--- config.mk ---
export PLATFORM = sky130hd
export DESIGN_NAME = pcm_port_c
export DESIGN_NICKNAME = d
export VERILOG_FILES = /design/src/pcm_pkg.sv /design/src/pcm_pin_cell.sv /design/src/pcm_port_c.sv
export SDC_FILE = /design/constraint.sdc
export NUM_CORES = 1
export LEC_CHECK = 0
export BUFFER_PORTS_ARGS = -buffer_cell sky130_fd_sc_hd__buf_4
export CAP_MARGIN = 10
export CORE_UTILIZATION = 35
export CTS_BUF_LIST = sky130_fd_sc_hd__clkbuf_2
export DETAILED_ROUTE_END_ITERATION = 6
export HOLD_SLACK_MARGIN = 0.1
export PLACE_DENSITY_LB_ADDON = 0.25
export SLEW_MARGIN = 10
export SYNTH_ARGS = -nofsm -noshare
export SYNTH_HDL_FRONTEND = slang
export SYNTH_SLANG_ARGS = --single-unit
export TNS_END_PERCENT = 10
--- constraint.sdc ---
create_clock -name clk_sys -period 1.25 [get_ports clk_sys]
set_input_delay 0.1875 -clock clk_sys [delete_from_list [all_inputs] [get_ports clk_sys]]
set_output_delay 0.1875 -clock clk_sys [all_outputs]
set_load 0.02 [all_outputs]
--- src/pcm_pkg.sv ---
// Constants, field layouts and carrier types for the port C pin mux block.
// Assumes a single 20 MHz system clock and a plain strobe register port.
package pcm_pkg;
	// ==============================================================
	// Register map
	localparam logic [1:0] PCM_OFS_LEVELS  = 2'h0; // Pin levels / latch
	localparam logic [1:0] PCM_OFS_LATCH   = 2'h1; // Output latch
	localparam logic [1:0] PCM_OFS_DIR     = 2'h2; // Direction
	localparam logic [1:0] PCM_OFS_USBCTL  = 2'h3; // USB control
	// ==============================================================
	// Field layouts
	localparam int PCM_USB_EN_BIT = 3;              // Module enable bit
	localparam logic [7:0] PCM_IMPL_MASK  = 8'hF7;  // Pin 3 absent
	localparam logic [7:0] PCM_LATCH_MASK = 8'hC7;  // No bits 3..5
	localparam logic [7:0] PCM_USBC_MASK  = 8'h7E;  // Bits 0, 7 absent
	// ==============================================================
	// Reset values
	localparam logic [7:0] PCM_DIR_RST    = 8'hC7;  // All inputs
	localparam logic [7:0] PCM_LATCH_RST  = 8'h00;
	localparam logic [7:0] PCM_USBC_RST   = 8'h00;

	// Register port request
	typedef struct packed {
		logic [1:0] addr;
		logic [7:0] wdata;
		logic       wr;
		logic       rd;
	} pcm_req_t;

	// Peripheral overrides towards the pins
	typedef struct packed {
		logic tosc_en;      // Timer oscillator enabled
		logic cc2_on;       // Unit two active
		logic cc2_pin_sel;  // 1: pin 1, 0: alternate
		logic cc2_out;
		logic cc1_on;       // Unit one output mode
		logic cc1_out;
		logic pwma_on;      // Enhanced PWM channel A
		logic pwma_out;
		logic pwma_shut_tri;// Shutdown tri-state request
		logic xcvr_ext;     // External transceiver selected
		logic xcvr_oe;
		logic xcvr_int_on;  // On-chip transceiver enabled
		logic usb_drive;    // USB module driving D lines
		logic usb_dm;
		logic usb_dp;
		logic ser_on;       // Serial unit enabled
		logic ser_sync;     // Synchronous mode
		logic ser_tx;       // Async tx or sync clock out
		logic ser_sync_dout;// Sync data out phase
		logic ser_dt;
		logic spi_on;
		logic spi_sdo;
	} pcm_periph_t;

	// Pin levels back to peripherals
	typedef struct packed {
		logic tosc_in;
		logic tcount;
		logic cc2_cap;
		logic cc1_cap;
		logic xcvr_minus_input;
		logic xcvr_plus_input;
		logic usb_dm_in;
		logic usb_dp_in;
		logic ser_clk_in;
		logic ser_rx;
	} pcm_feed_t;
endpackage : pcm_pkg

--- src/pcm_pin_cell.sv ---
// One generic port pin: latch versus override, direction resolution.
// Assumes the override controls are already decoded by the port.
`timescale 1ns/1ns
`default_nettype none
module pcm_pin_cell (
	input  wire logic latch_bit,  // Port latch value
	input  wire logic dir_bit,    // Stored direction, 1 = input
	input  wire logic ovr_data,   // Take peripheral data over latch
	input  wire logic ovr_val,    // Peripheral data value
	input  wire logic force_off,  // Analog or tristate, no driver
	input  wire logic force_out,  // Peripheral forces output
	output var  logic drive_val,
	output var  logic drive_en
);
	// ==============================================================
	// Driver resolution
	always_comb begin
		drive_val = ovr_data ? ovr_val : latch_bit;
		// Forced off wins, forced output next, else direction
		drive_en  = !force_off && (force_out || !dir_bit);
	end
endmodule : pcm_pin_cell
`default_nettype wire

--- src/pcm_port_c.sv ---
// Port C pin multiplexer: registers, pin drivers and input sampling.
// Assumes pins already synchronous to clk_sys; peripherals outside.
//
// Added by the designer: the register addresses and the plain strobed port.
`timescale 1ns/1ns
`default_nettype none
module pcm_port_c (
	input  wire logic              clk_sys,
	input  wire logic              rst_n,
	input  wire pcm_pkg::pcm_req_t req,
	output var  logic [7:0]        rdata_q,
	input  wire pcm_pkg::pcm_periph_t per,
	output var  pcm_pkg::pcm_feed_t   feed_q,
	input  wire logic [7:0]        pin_i,
	output var  logic [7:0]        pin_o_q,
	output var  logic [7:0]        pin_oe_q,
	output var  logic              usb_module_enable_q
);
	import pcm_pkg::*;

	// ==============================================================
	// State
	logic [7:0] latch_q, latch_d;   // Output latch
	logic [7:0] dir_q, dir_d;       // Stored direction
	logic [7:0] usbc_q, usbc_d;     // USB control image
	logic [7:0] rdata_d;
	logic [7:0] pin_o_d, pin_oe_d;
	pcm_feed_t  feed_d;
	logic [7:0] cell_val, cell_en;  // From generic cells
	logic [7:0] ovr_data, ovr_val, f_off, f_out;
	logic       usb_any;            // USB or on-chip transceiver
	logic       cc2_here;           // Unit two mapped to pin 1
	logic [7:0] levels;             // Digital port read view

	// Masking helper, used on every register write and on the levels view
	function automatic logic [7:0] pcm_mask(input logic [7:0] v,
		input logic [7:0] m);
		pcm_mask = v & m;
	endfunction : pcm_mask

	// ==============================================================
	// Override decode per pin
	always_comb begin
		usb_any  = usbc_q[PCM_USB_EN_BIT] || per.xcvr_int_on;
		cc2_here = per.cc2_on && per.cc2_pin_sel;
		ovr_data = 8'h00;
		ovr_val  = 8'h00;
		f_off    = 8'h00;
		f_out    = 8'h00;
		// Pin 0: oscillator removes digital I/O
		f_off[0] = per.tosc_en;
		// Pin 1: oscillator, transceiver enable, unit two
		if (per.tosc_en) begin
			f_off[1] = 1'b1;
		end else if (per.xcvr_ext) begin
			ovr_data[1] = 1'b1;
			ovr_val[1]  = per.xcvr_oe;
			f_out[1]    = 1'b1;
		end else if (cc2_here) begin
			ovr_data[1] = 1'b1;
			ovr_val[1]  = per.cc2_out;
		end
		// Pin 2: PWM channel A first, then unit one compare
		if (per.pwma_on) begin
			ovr_data[2] = 1'b1;
			ovr_val[2]  = per.pwma_out;
			f_off[2]    = per.pwma_shut_tri;
		end else if (per.cc1_on) begin
			ovr_data[2] = 1'b1;
			ovr_val[2]  = per.cc1_out;
		end
		// Pin 3 does not exist
		f_off[3] = 1'b1;
		// Pins 4, 5: driven only by on-chip transceiver
		f_off[4] = !(per.xcvr_int_on && per.usb_drive && !per.xcvr_ext);
		f_off[5] = f_off[4];
		f_out[4] = 1'b1;
		f_out[5] = 1'b1;
		ovr_data[5:4] = 2'b11;
		ovr_val[4] = per.usb_dm;
		ovr_val[5] = per.usb_dp;
		// Pin 6: transmit or sync clock beats latch
		if (per.ser_on) begin
			ovr_data[6] = 1'b1;
			ovr_val[6]  = per.ser_tx;
		end
		// Pin 7: sync data out, then SPI, then latch
		if (per.ser_on && per.ser_sync && per.ser_sync_dout) begin
			ovr_data[7] = 1'b1;
			ovr_val[7]  = per.ser_dt;
			f_out[7]    = 1'b1;
		end else if (per.spi_on) begin
			ovr_data[7] = 1'b1;
			ovr_val[7]  = per.spi_sdo;
		end
	end

	// ==============================================================
	// Generic pin cells
	genvar gi;
	generate
		for (gi = 0; gi < 8; gi++) begin : g_pin
			pcm_pin_cell u_cell (
				.latch_bit (latch_q[gi]),
				.dir_bit   (dir_q[gi]),
				.ovr_data  (ovr_data[gi]),
				.ovr_val   (ovr_val[gi]),
				.force_off (f_off[gi]),
				.force_out (f_out[gi]),
				.drive_val (cell_val[gi]),
				.drive_en  (cell_en[gi])
			);
		end
	endgenerate

	// ==============================================================
	// Input paths and register next values
	always_comb begin
		// Pin 4, 5 have no direction bits; their enables come from f_off and f_out
		pin_oe_d = cell_en;
		pin_o_d  = cell_val;
		levels   = pin_i;
		levels[0] = pin_i[0] && !per.tosc_en;
		levels[1] = pin_i[1] && !per.tosc_en;
		// Pins 4, 5 read only in port mode; TTL buffers outside
		levels[5:4] = usb_any ? 2'b00 : pin_i[5:4];
		levels = pcm_mask(levels, PCM_IMPL_MASK);
		// Peripheral feeds
		feed_d = '0;
		feed_d.tosc_in  = pin_i[1];
		feed_d.tcount   = levels[0];
		feed_d.cc2_cap  = cc2_here && dir_q[1] && levels[1];
		feed_d.cc1_cap  = dir_q[2] && levels[2];
		feed_d.xcvr_minus_input = per.xcvr_ext && pin_i[4];
		feed_d.xcvr_plus_input  = per.xcvr_ext && pin_i[5];
		feed_d.usb_dm_in = per.xcvr_int_on && pin_i[4];
		feed_d.usb_dp_in = per.xcvr_int_on && pin_i[5];
		feed_d.ser_clk_in = per.ser_sync && dir_q[6] && pin_i[6];
		// Receive needs direction 1; sync receive relies on it too
		feed_d.ser_rx = dir_q[7] && pin_i[7];
		// Register writes: port and latch address both load latch
		latch_d = latch_q;
		dir_d   = dir_q;
		usbc_d  = usbc_q;
		if (req.wr) begin
			unique case (req.addr)
				PCM_OFS_LEVELS, PCM_OFS_LATCH: begin
					latch_d = pcm_mask(req.wdata, PCM_LATCH_MASK);
				end
				PCM_OFS_DIR: begin
					dir_d = pcm_mask(req.wdata, PCM_LATCH_MASK);
				end
				PCM_OFS_USBCTL: begin
					usbc_d = pcm_mask(req.wdata, PCM_USBC_MASK);
				end
			endcase
		end
		// Read data valid the cycle after the strobe only
		rdata_d = 8'h00;
		if (req.rd) begin
			unique case (req.addr)
				PCM_OFS_LEVELS: rdata_d = levels;
				PCM_OFS_LATCH:  rdata_d = latch_q;
				PCM_OFS_DIR:    rdata_d = dir_q;
				PCM_OFS_USBCTL: rdata_d = usbc_q;
			endcase
		end
	end

	// ==============================================================
	// Registers
	always_ff @(posedge clk_sys) begin
		if (!rst_n) begin
			latch_q  <= PCM_LATCH_RST;
			dir_q    <= PCM_DIR_RST;
			usbc_q   <= PCM_USBC_RST;
			rdata_q  <= 8'h00;
			pin_o_q  <= 8'h00;
			pin_oe_q <= 8'h00;
			feed_q   <= '0;
			usb_module_enable_q <= 1'b0;
		end else begin
			latch_q  <= latch_d;
			dir_q    <= dir_d;
			usbc_q   <= usbc_d;
			rdata_q  <= rdata_d;
			pin_o_q  <= pin_o_d;
			pin_oe_q <= pin_oe_d;
			feed_q   <= feed_d;
			usb_module_enable_q <= usbc_d[PCM_USB_EN_BIT];
		end
	end
endmodule : pcm_port_c
`default_nettype wire

==> report_table.html <==
<table>
<tr><th>Metric</th><th>Value</th></tr>
<tr><th colspan="2">Global routing</th></tr>
<tr><td>GRT Resource Usage Total</td><td>16.6%</td></tr>
<tr><td>Wire length of the first global-routing pass</td><td>~6600 um</td></tr>
<tr><td>Maximum number of pins on one net before global-route repair</td><td>15</td></tr>
<tr><td>Overall overflow remaining after global route</td><td>0</td></tr>
<tr><td>Number of global-route vias before repair</td><td>around 1,500</td></tr>
<tr><td>Antenna violations before repair</td><td>0</td></tr>
<tr><th colspan="2">Yosys</th></tr>
<tr><td>Cell variety after synth</td><td>33</td></tr>
<tr><td>Synthesized-area fraction occupied by adder cells</td><td>0%</td></tr>
<tr><td>Main area contributors after synthesis</td><td>dfxtp_1 55%, mux2i_1 12%, nor2_1 5.0%, mux4_2 2.6%, and3_1 2.2%</td></tr>
<tr><td>Mean post-synth cell area</td><td>between 10 and 15 um2</td></tr>
<tr><td>Sequential area share after synthesis</td><td>between 50% and 60%</td></tr>
<tr><td>Mapped Area</td><td>between 1500 and 2000 um2</td></tr>
<tr><td>Multiplexer fraction of the synthesized cell area</td><td>15.5%</td></tr>
<tr><td>Largest area contributor in the synthesized netlist</td><td>dfxtp_1</td></tr>
<tr><td>Number of enable-type register cells in the synthesized netlist</td><td>0</td></tr>
<tr><td>FF+latch count, synth</td><td>47</td></tr>
<tr><td>Main combinational cell family by area after synthesis</td><td>simple AND/OR/NAND/NOR gates</td></tr>
<tr><td>Fraction of synthesis flops using an asynchronous set or reset pin</td><td>0%</td></tr>
<tr><td>Yosys warning total</td><td>0</td></tr>
<tr><td>Primary FF master, synth</td><td>dfxtp_1</td></tr>
<tr><td>Complex-gate fraction of the synthesized area</td><td>roughly 6%</td></tr>
<tr><td>Synth top area share</td><td>roughly 55%</td></tr>
<tr><td>Xor and xnor area share after synthesis</td><td>0%</td></tr>
<tr><td>Post-Synth Simple-Gate Area</td><td>18.2%</td></tr>
<tr><td>Synth Instances</td><td>~160</td></tr>
<tr><th colspan="2">STA</th></tr>
<tr><td>Skew final</td><td>between 0.015 and 0.02 ns</td></tr>
<tr><td>Ratio of final minimum period to clock period</td><td>99.3%</td></tr>
<tr><td>Max-slew violations</td><td>0</td></tr>
<tr><td>Maximum clock frequency</td><td>806 MHz</td></tr>
<tr><td>Min Tclk post-route</td><td>1.24 ns</td></tr>
<tr><td>Total negative slack for setup checks</td><td>0 ns</td></tr>
<tr><td>Number of setup violations in the final report</td><td>0</td></tr>
<tr><td>Hold violation count in the final report</td><td>0</td></tr>
<tr><td>Unrepaired setup endpoints after global routing</td><td>false</td></tr>
<tr><th colspan="2">Finish</th></tr>
<tr><td>Area added between synthesis and finish</td><td>60.3%</td></tr>
<tr><td>Number of nets in the final layout</td><td>312</td></tr>
<tr><td>Antenna Cells</td><td>0</td></tr>
<tr><td>Share of cells above drive strength 1</td><td>35.7%</td></tr>
<tr><td>Final core occ</td><td>58.2%</td></tr>
<tr><td>Total of fill cells in the finished design</td><td>~410</td></tr>
<tr><th colspan="2">Routing</th></tr>
<tr><td>Starting DRT DRC Count</td><td>36</td></tr>
<tr><td>Vias</td><td>between 1,500 and 2,000</td></tr>
<tr><td>Post-DR wirelength/cell</td><td>roughly 12 um</td></tr>
<tr><td>Detailed Route WL</td><td>4130 um</td></tr>
<tr><td>Count of nets left with antenna violations after detail routing</td><td>0</td></tr>
<tr><td>Number of detailed-route iterations in the first pass</td><td>6</td></tr>
<tr><td>Detailed-route DRC error count</td><td>0</td></tr>
<tr><td>Mean number of vias per cell</td><td>around 4.5</td></tr>
<tr><th colspan="2">Setup path</th></tr>
<tr><td>Endpoint of the lowest-slack register-to-register path</td><td>rdata_q[6]</td></tr>
<tr><td>FF-to-FF setup slack</td><td>0.20 ns</td></tr>
<tr><td>Cell occurring most often along the worst timing path</td><td>dlygate4sd3_1</td></tr>
<tr><td>Depth of the most critical reg-to-reg path</td><td>2</td></tr>
<tr><td>CP Cell Sequence</td><td>dlygate4sd3_1 &gt; buf_4 &gt; nor3b_2 &gt; dlygate4sd3_1</td></tr>
<tr><td>Kind of cell with the highest combined delay on the critical path</td><td>buffers and inverters</td></tr>
<tr><td>Critical path capture point type</td><td>flip-flop</td></tr>
<tr><td>Type of the worst setup path</td><td>in2reg</td></tr>
<tr><td>Critical R2R Launch</td><td>latch_q[6]</td></tr>
<tr><td>Highest net fanout along the worst path</td><td>6</td></tr>
<tr><td>Critical path data required time</td><td>1.60 ns</td></tr>
<tr><td>CP Buf/Inv Count</td><td>3</td></tr>
<tr><td>Max stage delay cell, worst path</td><td>dlygate4sd3_1</td></tr>
<tr><td>Critical path data arrival time</td><td>between 1.5 and 2 ns</td></tr>
<tr><td>Slowest cell delay on critical path</td><td>~0.55 ns</td></tr>
<tr><td>CP startpoint kind</td><td>input port</td></tr>
<tr><th colspan="2">Hold path</th></tr>
<tr><td>Class of the tightest hold or removal check</td><td>in2reg</td></tr>
<tr><td>End point of the most critical hold path</td><td>pin_o_q[7]</td></tr>
<tr><td>Hold path start</td><td>per[0]</td></tr>
<tr><td>Min-Delay Path Depth</td><td>3</td></tr>
<tr><th colspan="2">Floorplan</th></tr>
<tr><td>Number of placed I/O pins</td><td>79</td></tr>
<tr><td>Standard cell core area</td><td>roughly 4700 um2</td></tr>
<tr><td>Standard-cell rows</td><td>25</td></tr>
<tr><td>Starting density of the core</td><td>a little over a third</td></tr>
<tr><td>Area of the die</td><td>5190 um2</td></tr>
<tr><td>Die Span Y</td><td>72.0 um</td></tr>
<tr><td>Chip Width</td><td>just over 70 um</td></tr>
<tr><th colspan="2">Pwr</th></tr>
<tr><td>Leakage power figure</td><td>approximately 1.3 nW</td></tr>
<tr><td>Peak ir drop on the vdd network</td><td>roughly 0.87 mV</td></tr>
<tr><td>Areal power density over the cells</td><td>roughly 1100 nW/um2</td></tr>
<tr><td>Overall Power</td><td>around 0.0029 W</td></tr>
<tr><th colspan="2">Place</th></tr>
<tr><td>Final GP Congestion</td><td>0.694</td></tr>
<tr><td>Number of input and output port buffers inserted</td><td>75</td></tr>
<tr><td>DP Wirelength</td><td>2720 um</td></tr>
<tr><th colspan="2">Clock tree</th></tr>
<tr><td>Clock Tree Root</td><td>clkbuf_2</td></tr>
<tr><td>Clock H-tree levels</td><td>2</td></tr>
<tr><td>TritonCTS clock tree</td><td>done</td></tr>
<tr><td>CTS max path bufs</td><td>2</td></tr>
<tr><td>CTS Sinks</td><td>47</td></tr>
<tr><td>Number of clock buffers inserted by TritonCTS</td><td>5</td></tr>
<tr><td>Clock slew seen by the registers of the worst setup and hold paths</td><td>roughly 0.21 ns</td></tr>
<tr><td>Latest clock arrival within the worst-skew pair</td><td>about 0.4 ns</td></tr>
<tr><th colspan="2">Flow run</th></tr>
<tr><td>Max-cap viol count</td><td>0</td></tr>
<tr><th colspan="2">Run status</th></tr>
<tr><td>Run status</td><td>complete, no violations</td></tr>
</table>
-- cell families after synthesis --
| kind of cell | after synthesis |
|---|---|
| muxes | 24 |
| DFF | 47 |
| and+or+nand+nor | 56 |
| AOI/OAI and AO/OA | 14 |
| other | 1 |
| buffers and inverters | 13 |
-- synthesized netlist by cell type (3+ instances only) --
| cell type | n |
|---|---|
| a211oi_1 | 4 |
| mux2i_1 | 21 |
| buf_4 | 4 |
| a32oi_1 | 3 |
| and2_1 | 4 |
| a21oi_1 | 5 |
| nor2_1 | 23 |
| nand2_1 | 6 |
| dfxtp_1 | 47 |
| and3_1 | 6 |
-- timing repair --
action | CTS | global route
setup buffers | 0 | 0
endpoints found under the setup margin | 0 | 3
hold buffers | 36 | 0
endpoints found under the hold margin | 41 | 0
resized for setup | 0 | 3
-- through the flow --
stage,hold slack [ns],area [um2],instances,setup slack [ns]
after detailed placement,0.384,2320,292,0.0921
after floorplan,0.263,1720,156,0.231
after CTS,0.105,2740,336,0.0336
after global placement,0.385,2320,292,0.114
final,0.129,2750,336,0.00866
after global routing,0.131,2750,336,0.00371
-- sequential cells by signal (all words and copies together) (netlist names) --
name,cells
usbc_q,6
dir_q,5
pin_oe_q,6
latch_q,5
feed_q,10
rdata_q,8
pin_o_q,7
-- layer usage --
layer / vias to the layer above / part of all wire, % / wire [um] / global-route usage, %
li1: 760 / - / - / -
met1: 677 / 45 / 1860 / 19.5
met2: 63 / 48 / 1980 / 29.8
met3: 8 / 5.7 / 234 / 3.89
met4: 0 / 1.2 / 50 / 5.45
met5: - / 0 / 0 / 0
-- how the worst max path moves through the flow --
stage | start | to | cells past startpoint
6_report | per[21] | feed_q[8] | 4
2_1_floorplan | req[11] | rdata_q[2] | 3
3_5_place_dp | req[11] | latch_q[6] | 4
3_3_place_gp | req[11] | latch_q[6] | 4
4_1_cts | per[4] | pin_o_q[6] | 5
5_1_grt | per[21] | feed_q[8] | 4
-- placed cells by master (no fill, tap or decap), types with 2 or more instances in the layout --
| cell | instances |
|---|---|
| a21oi_1 | 5 |
| buf_4 | 79 |
| nand3_1 | 2 |
| a32oi_1 | 3 |
| and4_1 | 2 |
| and2_1 | 4 |
| mux2i_1 | 21 |
| nor2_1 | 23 |
| conb_1 | 2 |
| and2b_1 | 2 |
| nor2b_4 | 2 |
| clkinv_1 | 2 |
| a211oi_1 | 4 |
| nand2_1 | 6 |
| mux4_2 | 2 |
| dfxtp_1 | 46 |
| inv_1 | 2 |
| clkbuf_2 | 5 |
| dlygate4sd3_1 | 35 |
| and3_1 | 6 |
-- power breakdown --
part | total, W | switching, W | leakage, nW | internal [W]
Combinational | 0.000515 | 0.000217 | 0.897 | 0.000297
Clock | 0.000788 | 0.000459 | 0.0404 | 0.000329
Sequential | 0.00159 | 0.0000261 | 0.385 | 0.00156
-- area by class of cell --
cell class	instances	area (um2)	area share, %
Tap cell	67	83.8	3.05
Timing Repair Buffer	115	956	34.8
Clock inverter	3	38.8	1.41
Inverter	3	11.3	0.409
Sequential cell	47	942	34.3
Clock buffer	5	25.0	0.910
Multi-Input combinational cell	96	693	25.2
-- worst reg2reg max path, delay by kind of cell, from the launching register on --
| family | cells | cell delay, ns |
|---|---|---|
| DFF | 1 | 0.38 |
| muxes | 1 | 0.46 |
| and+or+nand+nor | 1 | 0.13 |
Power figures use the tool's default switching activity.
